<file path="config.mk">
export PLATFORM = sky130hd
export DESIGN_NAME = iepb_bank
export DESIGN_NICKNAME = d
export VERILOG_FILES = /design/src/hdl/iepb_bank.v /design/src/hdl/iepb_flag_bit.v /design/src/hdl/iepb_pri_req.v
export VERILOG_INCLUDE_DIRS = /design/src /design/src/hdl
export SDC_FILE = /design/constraint.sdc
export NUM_CORES = 1
export LEC_CHECK = 0
export ABC_AREA = 1
export ABC_CLOCK_PERIOD_IN_PS = 3400
export BUFFER_PORTS_ARGS = -buffer_cell sky130_fd_sc_hd__buf_2
export CAP_MARGIN = 25
export CORE_MARGIN = 5
export CORE_UTILIZATION = 30
export CTS_CLUSTER_SIZE = 30
export DETAILED_ROUTE_END_ITERATION = 10
export PLACE_DENSITY = 0.63
export SYNTH_ARGS = -nofsm -noshare
export SYNTH_HDL_FRONTEND = slang
export SYNTH_HIERARCHICAL = 1
export SYNTH_SLANG_ARGS = --single-unit
</file>
<file path="constraint.sdc">
create_clock -name ref_clk_i -period 3.4 [get_ports ref_clk_i]
set_clock_uncertainty 0.05 [all_clocks]
set_input_delay 0.17 -clock ref_clk_i [delete_from_list [all_inputs] [get_ports ref_clk_i]]
set_output_delay 0.17 -clock ref_clk_i [all_outputs]
set_load 0.02 [all_outputs]
</file>
<file path="src/hdl/iepb_map.vh">
// register offsets, field positions, reset values and masks of the interrupt bank
`ifndef IEPB_MAP_VH
`define IEPB_MAP_VH

// ==========================================================================
// register offsets (word addresses on the plain register port)
`define IEPB_ADDR_W          4
`define IEPB_OFF_FLAG4       4'h0
`define IEPB_OFF_EN0         4'h1
`define IEPB_OFF_EN1         4'h2
`define IEPB_OFF_EN2         4'h3
`define IEPB_OFF_EN3         4'h4
`define IEPB_OFF_EN4         4'h5
`define IEPB_OFF_PRI0        4'h6
`define IEPB_OFF_IRQ_STAT    4'h7
`define IEPB_OFF_IRQ_MASK    4'h8

// ==========================================================================
// implemented-bit masks: everything else reads zero and ignores writes
`define IEPB_MASK_FLAG4      16'h000E
`define IEPB_MASK_EN0        16'h3FEF
`define IEPB_MASK_EN1        16'hFE1F
`define IEPB_MASK_EN2        16'h22E3
`define IEPB_MASK_EN3        16'h4066
`define IEPB_MASK_EN4        16'h0002
`define IEPB_MASK_PRI0       16'h7777
`define IEPB_MASK_IRQ        16'h000F

// ==========================================================================
// reset values
`define IEPB_RST_FLAG4       16'h0000
`define IEPB_RST_EN          16'h0000
`define IEPB_RST_PRI0        16'h4444
`define IEPB_RST_IRQ         16'h0000

// ==========================================================================
// field positions
`define IEPB_FLG_CRC         3
`define IEPB_FLG_UART_B_ERR  2
`define IEPB_FLG_UART_A_ERR  1
`define IEPB_EN4_UART_A_ERR  1
`define IEPB_EN0_TIMER_ONE   3
`define IEPB_EN0_COMPARE_ONE 2
`define IEPB_EN0_CAPTURE_ONE 1
`define IEPB_EN0_EXT_ZERO    0
`define IEPB_PRI_TIMER_ONE   12
`define IEPB_PRI_COMPARE_ONE 8
`define IEPB_PRI_CAPTURE_ONE 4
`define IEPB_PRI_EXT_ZERO    0
`define IEPB_PRI_W           3

// bank interrupt status bits: one per event class
`define IEPB_IST_UART_A_ERR  0
`define IEPB_IST_UART_B_ERR  1
`define IEPB_IST_CRC         2
`define IEPB_IST_PRI_REQ     3

`endif

</file>
<file path="src/hdl/iepb_bank.v">
// interrupt flag, enable and priority register bank with request selection
// ==========================================================================
// Operation
// [RULE1] uart A error flag reads pending state
// [RULE2] enable bit one allows, zero blocks
// [RULE3] enable register zero bit layout
// [RULE4] enable register one bit layout
// [RULE5] enable register two bit layout
// [RULE6] uart A error enable at bit 1
// [RULE7] priority 1..7, zero disables source
// [RULE8] priority register zero field layout
// [RULE9] unimplemented bits read zero, ignore writes
// [RULE10] request only when flagged, enabled, prioritised
module iepb_bank (
    input  wire        ref_clk_i,          // system clock, 25 MHz
    input  wire        rst_i,              // synchronous reset, active high
    input  wire [3:0]  addr_i,             // register word address
    input  wire [15:0] wdata_i,            // write data
    input  wire        wr_i,               // write strobe
    input  wire        rd_i,               // read strobe
    output reg  [15:0] rdata_o,            // read data, valid cycle after rd_i
    input  wire        uart_a_err_evt_i,   // uart A error event pulse
    input  wire        uart_b_err_evt_i,   // uart B error event pulse
    input  wire        crc_evt_i,          // checksum generator event pulse
    input  wire [3:0]  src_flag_i,         // flags of timer1, cmp1, cap1, ext0
    output wire [15:0] enable_zero_o,      // enable register zero contents
    output wire [15:0] enable_one_o,       // enable register one contents
    output wire [15:0] enable_two_o,       // enable register two contents
    output wire [15:0] enable_three_o,     // enable register three contents
    output wire [15:0] enable_four_o,      // enable register four contents
    output reg         cpu_req_o,          // request to the core
    output reg  [2:0]  cpu_req_lvl_o,      // level of that request
    output wire        irq_o               // bank interrupt, level
);
`include "iepb_map.vh"

    // ======================================================================
    // register port decode
    wire we_flag = wr_i & (addr_i == `IEPB_OFF_FLAG4);
    wire we_en0  = wr_i & (addr_i == `IEPB_OFF_EN0);
    wire we_en1  = wr_i & (addr_i == `IEPB_OFF_EN1);
    wire we_en2  = wr_i & (addr_i == `IEPB_OFF_EN2);
    wire we_en3  = wr_i & (addr_i == `IEPB_OFF_EN3);
    wire we_en4  = wr_i & (addr_i == `IEPB_OFF_EN4);
    wire we_pri  = wr_i & (addr_i == `IEPB_OFF_PRI0);
    wire we_mask = wr_i & (addr_i == `IEPB_OFF_IRQ_MASK);
    wire rd_stat = rd_i & (addr_i == `IEPB_OFF_IRQ_STAT);

    // ======================================================================
    // flag status four
    wire uart_a_error_flag;
    wire uart_b_error_flag;
    wire checksum_gen_flag;

    iepb_flag_bit u_flag_uart_a (
        .ref_clk_i (ref_clk_i),
        .rst_i     (rst_i),
        .set_i     (uart_a_err_evt_i),
        .wr_i      (we_flag),
        .wr_val_i  (wdata_i[`IEPB_FLG_UART_A_ERR]),
        .flag_o    (uart_a_error_flag)                              // RULE1
    );
    iepb_flag_bit u_flag_uart_b (
        .ref_clk_i (ref_clk_i),
        .rst_i     (rst_i),
        .set_i     (uart_b_err_evt_i),
        .wr_i      (we_flag),
        .wr_val_i  (wdata_i[`IEPB_FLG_UART_B_ERR]),
        .flag_o    (uart_b_error_flag)
    );
    iepb_flag_bit u_flag_crc (
        .ref_clk_i (ref_clk_i),
        .rst_i     (rst_i),
        .set_i     (crc_evt_i),
        .wr_i      (we_flag),
        .wr_val_i  (wdata_i[`IEPB_FLG_CRC]),
        .flag_o    (checksum_gen_flag)
    );

    wire [15:0] flag_four = {12'h000, checksum_gen_flag, uart_b_error_flag,
                             uart_a_error_flag, 1'b0};                 // RULE9

    // ======================================================================
    // enable and priority registers
    reg [15:0] en0_q;
    reg [15:0] en1_q;
    reg [15:0] en2_q;
    reg [15:0] en3_q;
    reg [15:0] en4_q;
    reg [15:0] pri0_q;
    reg [3:0]  mask_q;
    reg [3:0]  stat_q;

    always @(posedge ref_clk_i) begin
        if (rst_i) begin
            en0_q  <= `IEPB_RST_EN;
            en1_q  <= `IEPB_RST_EN;
            en2_q  <= `IEPB_RST_EN;
            en3_q  <= `IEPB_RST_EN;
            en4_q  <= `IEPB_RST_EN;
            pri0_q <= `IEPB_RST_PRI0;
            mask_q <= 4'h0;
        end else begin
            // masks drop unimplemented positions at the write
            if (we_en0)
                en0_q <= wdata_i & `IEPB_MASK_EN0;                     // RULE3 RULE9
            if (we_en1)
                en1_q <= wdata_i & `IEPB_MASK_EN1;                     // RULE4
            if (we_en2)
                en2_q <= wdata_i & `IEPB_MASK_EN2;                     // RULE5
            if (we_en3)
                en3_q <= wdata_i & `IEPB_MASK_EN3;
            if (we_en4)
                en4_q <= wdata_i & `IEPB_MASK_EN4;                     // RULE6
            if (we_pri)
                pri0_q <= wdata_i & `IEPB_MASK_PRI0;                   // RULE8
            if (we_mask)
                mask_q <= wdata_i[3:0];
        end
    end

    assign enable_zero_o  = en0_q;
    assign enable_one_o   = en1_q;
    assign enable_two_o   = en2_q;
    assign enable_three_o = en3_q;
    assign enable_four_o  = en4_q;

    // ======================================================================
    // priority-tagged requests for the four prioritised sources
    wire [3:0] src_en = {en0_q[`IEPB_EN0_TIMER_ONE], en0_q[`IEPB_EN0_COMPARE_ONE],
                         en0_q[`IEPB_EN0_CAPTURE_ONE], en0_q[`IEPB_EN0_EXT_ZERO]};
    wire [11:0] src_pri = {pri0_q[`IEPB_PRI_TIMER_ONE +: 3], pri0_q[`IEPB_PRI_COMPARE_ONE +: 3],
                           pri0_q[`IEPB_PRI_CAPTURE_ONE +: 3], pri0_q[`IEPB_PRI_EXT_ZERO +: 3]};
    wire [3:0]  live;
    wire [11:0] lvl;

    genvar gi;
    generate
        for (gi = 0; gi < 4; gi = gi + 1) begin : g_src
            iepb_pri_req u_req (
                .flag_i (src_flag_i[gi]),
                .en_i   (src_en[gi]),                                  // RULE2
                .pri_i  (src_pri[gi*3 +: 3]),                          // RULE7
                .req_o  (live[gi]),                                    // RULE10
                .lvl_o  (lvl[gi*3 +: 3])
            );
        end
    endgenerate

    // highest level wins; only the level goes out, so ties need no order
    reg [2:0] best;
    integer   k;
    always @* begin
        best = 3'h0;
        for (k = 0; k < 4; k = k + 1) begin
            if (lvl[k*3 +: 3] > best)
                best = lvl[k*3 +: 3];
        end
    end

    // uart A error goes out at its fixed default level of one
    wire uart_a_live = uart_a_error_flag & en4_q[`IEPB_EN4_UART_A_ERR];   // RULE2 RULE6

    always @(posedge ref_clk_i) begin
        if (rst_i) begin
            cpu_req_o     <= 1'b0;
            cpu_req_lvl_o <= 3'h0;
        end else begin
            cpu_req_o     <= (|live) | uart_a_live;                    // RULE10
            cpu_req_lvl_o <= (|live) ? best : (uart_a_live ? 3'h1 : 3'h0);
        end
    end

    // ======================================================================
    // bank interrupt: sticky status, cleared by reading it, set wins
    // own edge history: cpu_req_o also carries the uart A request and would hide a rise
    reg live_any_q;

    always @(posedge ref_clk_i) begin
        if (rst_i)
            live_any_q <= 1'b0;
        else
            live_any_q <= |live;
    end

    wire [3:0] stat_evt;
    assign stat_evt[`IEPB_IST_UART_A_ERR] = uart_a_err_evt_i;
    assign stat_evt[`IEPB_IST_UART_B_ERR] = uart_b_err_evt_i;
    assign stat_evt[`IEPB_IST_CRC]        = crc_evt_i;
    assign stat_evt[`IEPB_IST_PRI_REQ]    = (|live) & ~live_any_q;

    always @(posedge ref_clk_i) begin
        if (rst_i)
            stat_q <= 4'h0;
        else
            stat_q <= (rd_stat ? 4'h0 : stat_q) | stat_evt;
    end

    assign irq_o = |(stat_q & mask_q);

    // ======================================================================
    // read port
    always @(posedge ref_clk_i) begin
        if (rst_i) begin
            rdata_o <= 16'h0000;
        end else if (rd_i) begin
            case (addr_i)
                `IEPB_OFF_FLAG4:    rdata_o <= flag_four;              // RULE1
                `IEPB_OFF_EN0:      rdata_o <= en0_q;
                `IEPB_OFF_EN1:      rdata_o <= en1_q;
                `IEPB_OFF_EN2:      rdata_o <= en2_q;
                `IEPB_OFF_EN3:      rdata_o <= en3_q;
                `IEPB_OFF_EN4:      rdata_o <= en4_q;
                `IEPB_OFF_PRI0:     rdata_o <= pri0_q;
                `IEPB_OFF_IRQ_STAT: rdata_o <= {12'h000, stat_q};
                `IEPB_OFF_IRQ_MASK: rdata_o <= {12'h000, mask_q};
                default:            rdata_o <= 16'h0000;
            endcase
        end else begin
            rdata_o <= 16'h0000;
        end
    end
endmodule

</file>
<file path="src/hdl/iepb_flag_bit.v">
// one sticky interrupt flag: hardware set wins over software clear
module iepb_flag_bit (
    input  wire ref_clk_i,   // system clock
    input  wire rst_i,       // synchronous reset, active high
    input  wire set_i,       // hardware event pulse
    input  wire wr_i,        // software write of this bit
    input  wire wr_val_i,    // value written
    output wire flag_o       // current flag
);
    reg flag_q;
    reg flag_d;

    always @* begin
        flag_d = flag_q;
        if (wr_i)
            flag_d = wr_val_i;
        // a same-cycle event must not be lost
        if (set_i)
            flag_d = 1'b1;
    end

    always @(posedge ref_clk_i) begin
        if (rst_i)
            flag_q <= 1'b0;
        else
            flag_q <= flag_d;
    end

    assign flag_o = flag_q;
endmodule

</file>
<file path="src/hdl/iepb_pri_req.v">
// one priority-tagged request: flag, enable and nonzero level all needed
module iepb_pri_req (
    input  wire       flag_i,   // source flag
    input  wire       en_i,     // source enable
    input  wire [2:0] pri_i,    // source priority level
    output wire       req_o,    // request is live
    output wire [2:0] lvl_o     // level of live request, zero otherwise
);
    assign req_o = flag_i & en_i & (pri_i != 3'h0);
    assign lvl_o = req_o ? pri_i : 3'h0;
endmodule

</file>
## Yosys cells after proc, flatten, opt, wreduce, memory -nomap -nowiden

Cells that the tools add are included.
W data, S select, Z words.

- Register bits after elaboration: 82
- Bits of input ports: 31
- Output and inout bits: 101
- Logic and storage cells: 80

- Order comparisons: 4
- Eq/ne operators: 8
- Muxes and demuxes: 18
- Bitwise operators: 24
- Reductions and logical operators: 11

Operator list:

| cell | count |
|---|---|
| $pmux W16 S9 | 1 |
| $mux W3 | 9 |
| $and A1 B1 Y1 | 19 |
| $eq A4 B3 Y1 const B | 4 |
| $reduce_bool A3 Y1 | 4 |
| $gt A3 B3 Y1 | 3 |
| $eq A4 B2 Y1 const B | 2 |
| $reduce_or A4 Y1 | 2 |
| $mux W1 | 7 |
| $reduce_bool A2 Y1 | 3 |
| $and A4 B4 Y4 | 1 |
| $eq A4 B1 Y1 const B | 1 |
| $eq A4 B4 Y1 const B | 1 |
| $logic_not A4 Y1 | 1 |
| $mux W4 | 1 |
| $or A4 B4 Y4 | 1 |
| $gt A3 B1 Y1 const B | 1 |
| $not A1 Y1 | 2 |
| $reduce_or A2 Y1 | 1 |
| $or A1 B1 Y1 | 1 |

## Longest topological paths before layout

- Depth after elaboration: 12
- Mapped depth: 25
- Depth with buffers taken out: 25

## Hierarchy

Netlist, hierarchy kept.

By module, submodules not included:

| module | instances | cells each | area an instance (um^2) | sequential area each (um^2) |
|---|---|---|---|---|
| iepb_bank | 1 | 503 | 3,814.9 | 1,581.5 |
| iepb_pri_req | 4 | 12 | 52.6 | 0.0 |
| iepb_flag_bit | 3 | 8 | 46.3 | 20.0 |

## Worst setup path before layout

No wires, ideal clock.

- Path type: flip-flop to flip-flop
- From: reg en0_q[0] (netlist: enable_zero_o[0])
- To: reg cpu_req_lvl_o[1]
- Setup time: 109 ps
- Arrival time: 3,204 ps
- Data required time: 3,241 ps
- Path slack: 37 ps
- Stages on the path, launching flop included: 25
- Buffers on the path: 0
- Clock period less this slack: 3,363 ps
- Path through: dfxtp_1 -> nand2_2 -> inv_2 -> nand2_2 -> nor2_2 -> inv_1 -> ha_1 -> nand3_1 -> nand2_1 -> nand2_1 -> nand2_1 -> nand2_1 -> ha_1 -> nand2_1 -> o21ai_0 -> nand2_1 -> o21a_1 -> ha_1 -> nand2_1 -> o21ai_0 -> nand2_1 -> o21ai_0 -> inv_1 -> nand2_1 -> inv_1

- Word-level cells in the longest chain between the ends: 12
- Elaborated cells between the ends (all ways): 13
- Classes of those cells: 4 x order compare; 6 x mux; 2 x bitwise; 1 x reduce/logical

Ends and longest elaborated chain:

| item | RTL line | text |
|---|---|---|
| from (decl) | iepb_bank.v:85 | `reg [15:0] en0_q;` |
| from (signal assigned) | iepb_bank.v:96 | `` en0_q <= `IEPB_RST_EN; `` |
| from (signal assigned) | iepb_bank.v:106 | `` en0_q <= wdata_i & `IEPB_MASK_EN0; `` |
| $and A1 B1 Y1 (*) (2 in series) | iepb_pri_req.v:9 | `assign req_o = flag_i & en_i & (pri_i != 3'h0);` |
| $mux W3 (*) | iepb_pri_req.v:10 | `assign lvl_o = req_o ? pri_i : 3'h0;` |
| via lvl[1] | iepb_bank.v:135 | `wire [11:0] lvl;` |
| $gt A3 B1 Y1 | iepb_bank.v:156 | `if (lvl[k*3 +: 3] > best)` |
| $mux W3 (*) | iepb_bank.v:156 |  |
| $gt A3 B3 Y1 | iepb_bank.v:156 |  |
| $mux W3 (*) | iepb_bank.v:156 |  |
| $gt A3 B3 Y1 | iepb_bank.v:156 |  |
| $mux W3 (*) | iepb_bank.v:156 |  |
| $gt A3 B3 Y1 | iepb_bank.v:156 |  |
| $mux W3 (*) | iepb_bank.v:156 |  |
| $mux W3 (*) | iepb_bank.v:170 | `cpu_req_lvl_o <= (\|live) ? best : (uart_a_live ? 3'h1 : 3'h0);` |
| to (signal assigned) | iepb_bank.v:170 |  |
| to (decl) | iepb_bank.v:32 | `output reg [2:0] cpu_req_lvl_o,` |

The timed path passes the listed nets; every way through them passes the cells marked *.
A chain may end at the register's enable or synchronous reset.

## Final worst setup path

- From: reg pri0_q[0]
- To: reg cpu_req_lvl_o[1]

- Word-level cells in the longest chain between the ends: 12
- Elaborated cells between the ends (all ways): 13
- Classes of those cells: 4 x order compare; 6 x mux; 1 x bitwise; 2 x reduce/logical

Ends and longest elaborated chain:

| item | RTL line | text |
|---|---|---|
| from (decl) | iepb_bank.v:90 | `reg [15:0] pri0_q;` |
| from (signal assigned) | iepb_bank.v:101 | `` pri0_q <= `IEPB_RST_PRI0; `` |
| from (signal assigned) | iepb_bank.v:116 | `` pri0_q <= wdata_i & `IEPB_MASK_PRI0; `` |
| $reduce_bool A3 Y1 (*) | iepb_pri_req.v:9 |  |
| $and A1 B1 Y1 (*) | iepb_pri_req.v:9 |  |
| $mux W3 (*) | iepb_pri_req.v:10 |  |
| via lvl[1] | iepb_bank.v:135 |  |
| $gt A3 B1 Y1 | iepb_bank.v:156 |  |
| $mux W3 (*) | iepb_bank.v:156 |  |
| $gt A3 B3 Y1 | iepb_bank.v:156 |  |
| $mux W3 (*) | iepb_bank.v:156 |  |
| $gt A3 B3 Y1 | iepb_bank.v:156 |  |
| $mux W3 (*) | iepb_bank.v:156 |  |
| $gt A3 B3 Y1 | iepb_bank.v:156 |  |
| $mux W3 (*) | iepb_bank.v:156 |  |
| $mux W3 (*) | iepb_bank.v:170 |  |

Marks and branches as above.

==> results.yml <==
status:
  status: "complete, no violations"
sta:
  drv_slew: 0
  fmax_ghz: 0.304
  finalHoldViolCount: 0
  relSlewSlack_pct: 49.3
  layout_min_cycle_time_ns: 3.28
  finalCritPeriodShare_pct: 96.6
  tightest_slew_ns: 0.755
  setup-violations-final: 0
cts:
  clock_latency_ns: 0.34
  cts_root_buf: "clkbuf_16"
  cts_buffer_depth: 2
  cts_tree: "yes"
  clkSinkCount: 82
  clk_pin_slew_worst_paths_ns: 0.07
  h-tree-depth: 3
  numCtsBuffers: 9
detailed_routing:
  drt_first_pass_iters: 5
  wl_per_cell_um: 14.3
  ant_nets: 0
  via_per_inst: 4.51
  wirelength_um: 12200
  drc: 0
  via_count: 3851
  drt_iter0_drc: 222
critical_path:
  end_kind: "flop"
  crit_required_ns: 3.59
  crit_end: "cpu_req_lvl_o[1]$_SDFF_PP0_"
  cp-startpoint: "pri0_q[0]$_SDFFE_PP0P_"
  r2r_cells: 24
  cp_data_arrival_time_ns: 3.48
  r2r_start: "pri0_q[0]$_SDFFE_PP0P_"
  cp_max_fo: 6
  crit_type: "reg2reg"
  r2r-end: "cpu_req_lvl_o[1]$_SDFF_PP0_"
  crit_path_start_kind: "flop"
  r2r_setup_slack_ns: 0.12
synth:
  ys_types: 33
  syn_inst: 575
  yosys_register_bits: 82
  netlist_area_sq_mm: 0.00416
  syn_area_per_cell_sq_um: 7.24
  ys.warnings.count: 6
  yosysSeqAreaShare_pct: 39.4
cells_and_area:
  design_area_sq_mm: 0.00507
  register_area_sq_mm: 0.00165
  layout-drive-gt1-share_pct: 26.9
  n_fill_cell: 1475
  fin_nets: 708
  area_growth_pct: 21.9
  multi_input_area_sq_mm: 0.00202
  antennaDiodeCount: 0
placement:
  gp_congestion: 0.876
  dpl.hpwl_um: 9030
  io_buffers: 89
  placed_cell_area_sq_mm: 0.00459
floorplan:
  die_height_um: 128
  die_area_sq_mm: 0.0163
  initial_core_util_pct: 30.4
  die_w_um: 128
  rows: 43
  core_sq_mm: 0.0137
  ioPinCount: 132
power_and_ir_drop:
  cellInternalPower_mw: 1.64
  power.switching_mw: 0.590
  power.total_mw: 2.23
  power_frac_seq_pct: 44.6
  power_density_mw_per_mm2: 440
  sw_frac_of_total_pct: 26.5
  power_frac_comb_pct: 10.6
  p_clk_share_pct: 44.7
  leakage_nw: 2.43
  peakVddDrop_uv: 204
global_route:
  grt_busiest_layer: "met2"
  use_met3_pct: 3.67
  overflow: 0
  grt_pass1_wl_um: 18100
  grt_use_met1_pct: 18.0
  grt_max_degree: 43
  grtUsageTotal_pct: 14.3
  antenna_found_initial: 0
  grt_pass1_vias: 3423
  use_met2_pct: 23.8
min_path:
  min_path_type: "in2reg"
  hp-start: "crc_evt_i"
job:
  drv_cap: 0
==> logic make-up (layout without fill, tap and decap cells) <==
family	count (synthesis)	in the layout	synth area share, %
simple gates	197	197	21.9
buf+inv	152	209	18.8
compound gates	134	134	17.1
flops	82	82	39.4
fa+ha+maj	9	9	2.70
other cells	1	42	0.0901
==> through the flow <==
stage               hold slack [ns]  TNS [ns]  utilization (%)  worst slack, ns  std cells
finish                       0.0159         0             37.0            0.116        853
global route                 0.0392    -0.347             37.0           -0.135        853
floorplan                     0.192         0                -           0.0375        616
global placement              0.343   -0.0119             33.5         -0.00725        831
detailed placement            0.353    -0.396             33.5           -0.140        831
CTS                         0.00497         0             35.9           0.0140        849
==> how the worst min path moves through the flow <==
stage               slack, ns                        endpoint  depth (start not counted)
finish                   0.02            stat_q[2]$_SDFF_PP0_                          3
global route             0.04            stat_q[2]$_SDFF_PP0_                          3
CTS                     0.005            stat_q[2]$_SDFF_PP0_                          3
detailed placement       0.35            stat_q[0]$_SDFF_PP0_                          3
global placement         0.34            stat_q[2]$_SDFF_PP0_                          3
floorplan                0.19  u_flag_crc/flag_o$_SDFFE_PP0P_                          1
==> what timing repair did <==
action | in CTS | in global routing
setup buffers | 0 | 4
gates resized for setup | 2 | 28
pin swaps | 0 | 9
hold endpoints to repair | 2 | 0
cloned | 0 | 0
setup endpoints to repair | 3 | 3
hold buffers | 2 | 0
==> state kept, by name, summed over array words and instances (netlist names) <==
| register | flops |
|---|---|
| rdata_o | 16 |
| enable_zero_o | 13 |
| enable_one_o | 12 |
| pri0_q | 12 |
| enable_two_o | 7 |
| enable_three_o | 5 |
| mask_q | 4 |
| stat_q | 4 |
| cpu_req_lvl_o | 3 |
| cpu_req_o | 1 |
| enable_four_o | 1 |
| live_any_q | 1 |
| u_flag_crc/flag_o | 1 |
| u_flag_uart_a/flag_o | 1 |
| u_flag_uart_b/flag_o | 1 |
==> cells in the mapped netlist (all sizes together) <==
library cell,n,share of area (%)
nor3,3,0.48
o21a,2,0.36
buf,51,9.5
o211ai,2,0.36
clkbuf,6,0.54
nand3,32,3.8
dfxtp,82,39
o221ai,2,0.42
a21oi,66,8.0
nor2,56,6.0
conb,1,0.090
o21ai,53,6.6
ha,9,2.7
inv,95,8.7
o22ai,7,1.1
a211oi,2,0.36
nand4,2,0.30
and2,1,0.15
nand2,103,11
==> layer usage <==
metal  part of all wire (%)  wire [um]  vias to the layer above
li1                       -          -                     1940
met1                     42       5140                     1774
met2                     49       6030                      126
met3                    7.2        885                       11
met4                    1.4        167                        0
met5                      0          0                        -
==> layout by cell type, fill, tap and decap left out, types with 3 or more instances in the layout <==
cell | synthesis | routed
o22ai_1 | 7 | 7
o21ai_0 | 35 | 30
a21oi_1 | 65 | 63
o21ai_1 | 16 | 18
dfxtp_2 | 0 | 3
nand2_1 | 85 | 79
nor2_2 | 4 | 6
clkbuf_16 | 0 | 9
dfxtp_1 | 82 | 79
inv_6 | 1 | 3
nor2_1 | 48 | 46
nor2_4 | 4 | 4
nand3_1 | 32 | 30
ha_1 | 9 | 3
nand2_2 | 12 | 18
nand2_4 | 6 | 6
inv_1 | 80 | 79
a21oi_2 | 1 | 3
inv_2 | 13 | 14
buf_4 | 44 | 7
o21ai_2 | 2 | 5
conb_1 | 1 | 42
ha_4 | 0 | 6
buf_2 | 1 | 89
==> area by class of cell <==
| type | instances | area share, % |
|---|---|---|
| Tap cell | 180 | 4.44 |
| Multi-Input combinational cell | 382 | 39.8 |
| Clock inverter | 5 | 1.21 |
| Clock buffer | 11 | 4.78 |
| Timing Repair Buffer | 98 | 10.2 |
| Inverter | 95 | 7.17 |
| Sequential cell | 82 | 32.4 |
==> power groups by stage <==
stage                     registers [mW]  logic (mW)  clock network (mW)
after floorplan                     1.03       0.175                   0
after global placement              1.02       0.220                   0
after detailed placement            1.02       0.221                   0
after CTS                          0.995       0.224                1.03
after global routing               0.998       0.260                1.06
final                              0.996       0.238               0.998
==> worst max-delay path, cell delays in order (launching register included) <==
cell     delay, ns
dfxtp_2       0.33
inv_1         0.05
nand2_1       0.07
nand2_2       0.06
nor2_2        0.11
inv_2         0.06
ha_4          0.27
nand3_2       0.09
nand2_2       0.11
nand2_2       0.07
nand2_2       0.08
nand2_2       0.06
ha_4          0.27
nand2_1       0.06
o21ai_2       0.23
nand2_2       0.12
o21a_1        0.22
ha_4          0.27
nand2_1       0.06
o21ai_2       0.13
nand2_2       0.12
o21ai_2       0.14
inv_1         0.05
nand2_1       0.06
inv_1         0.03
(Power assumes the default switching activity.)
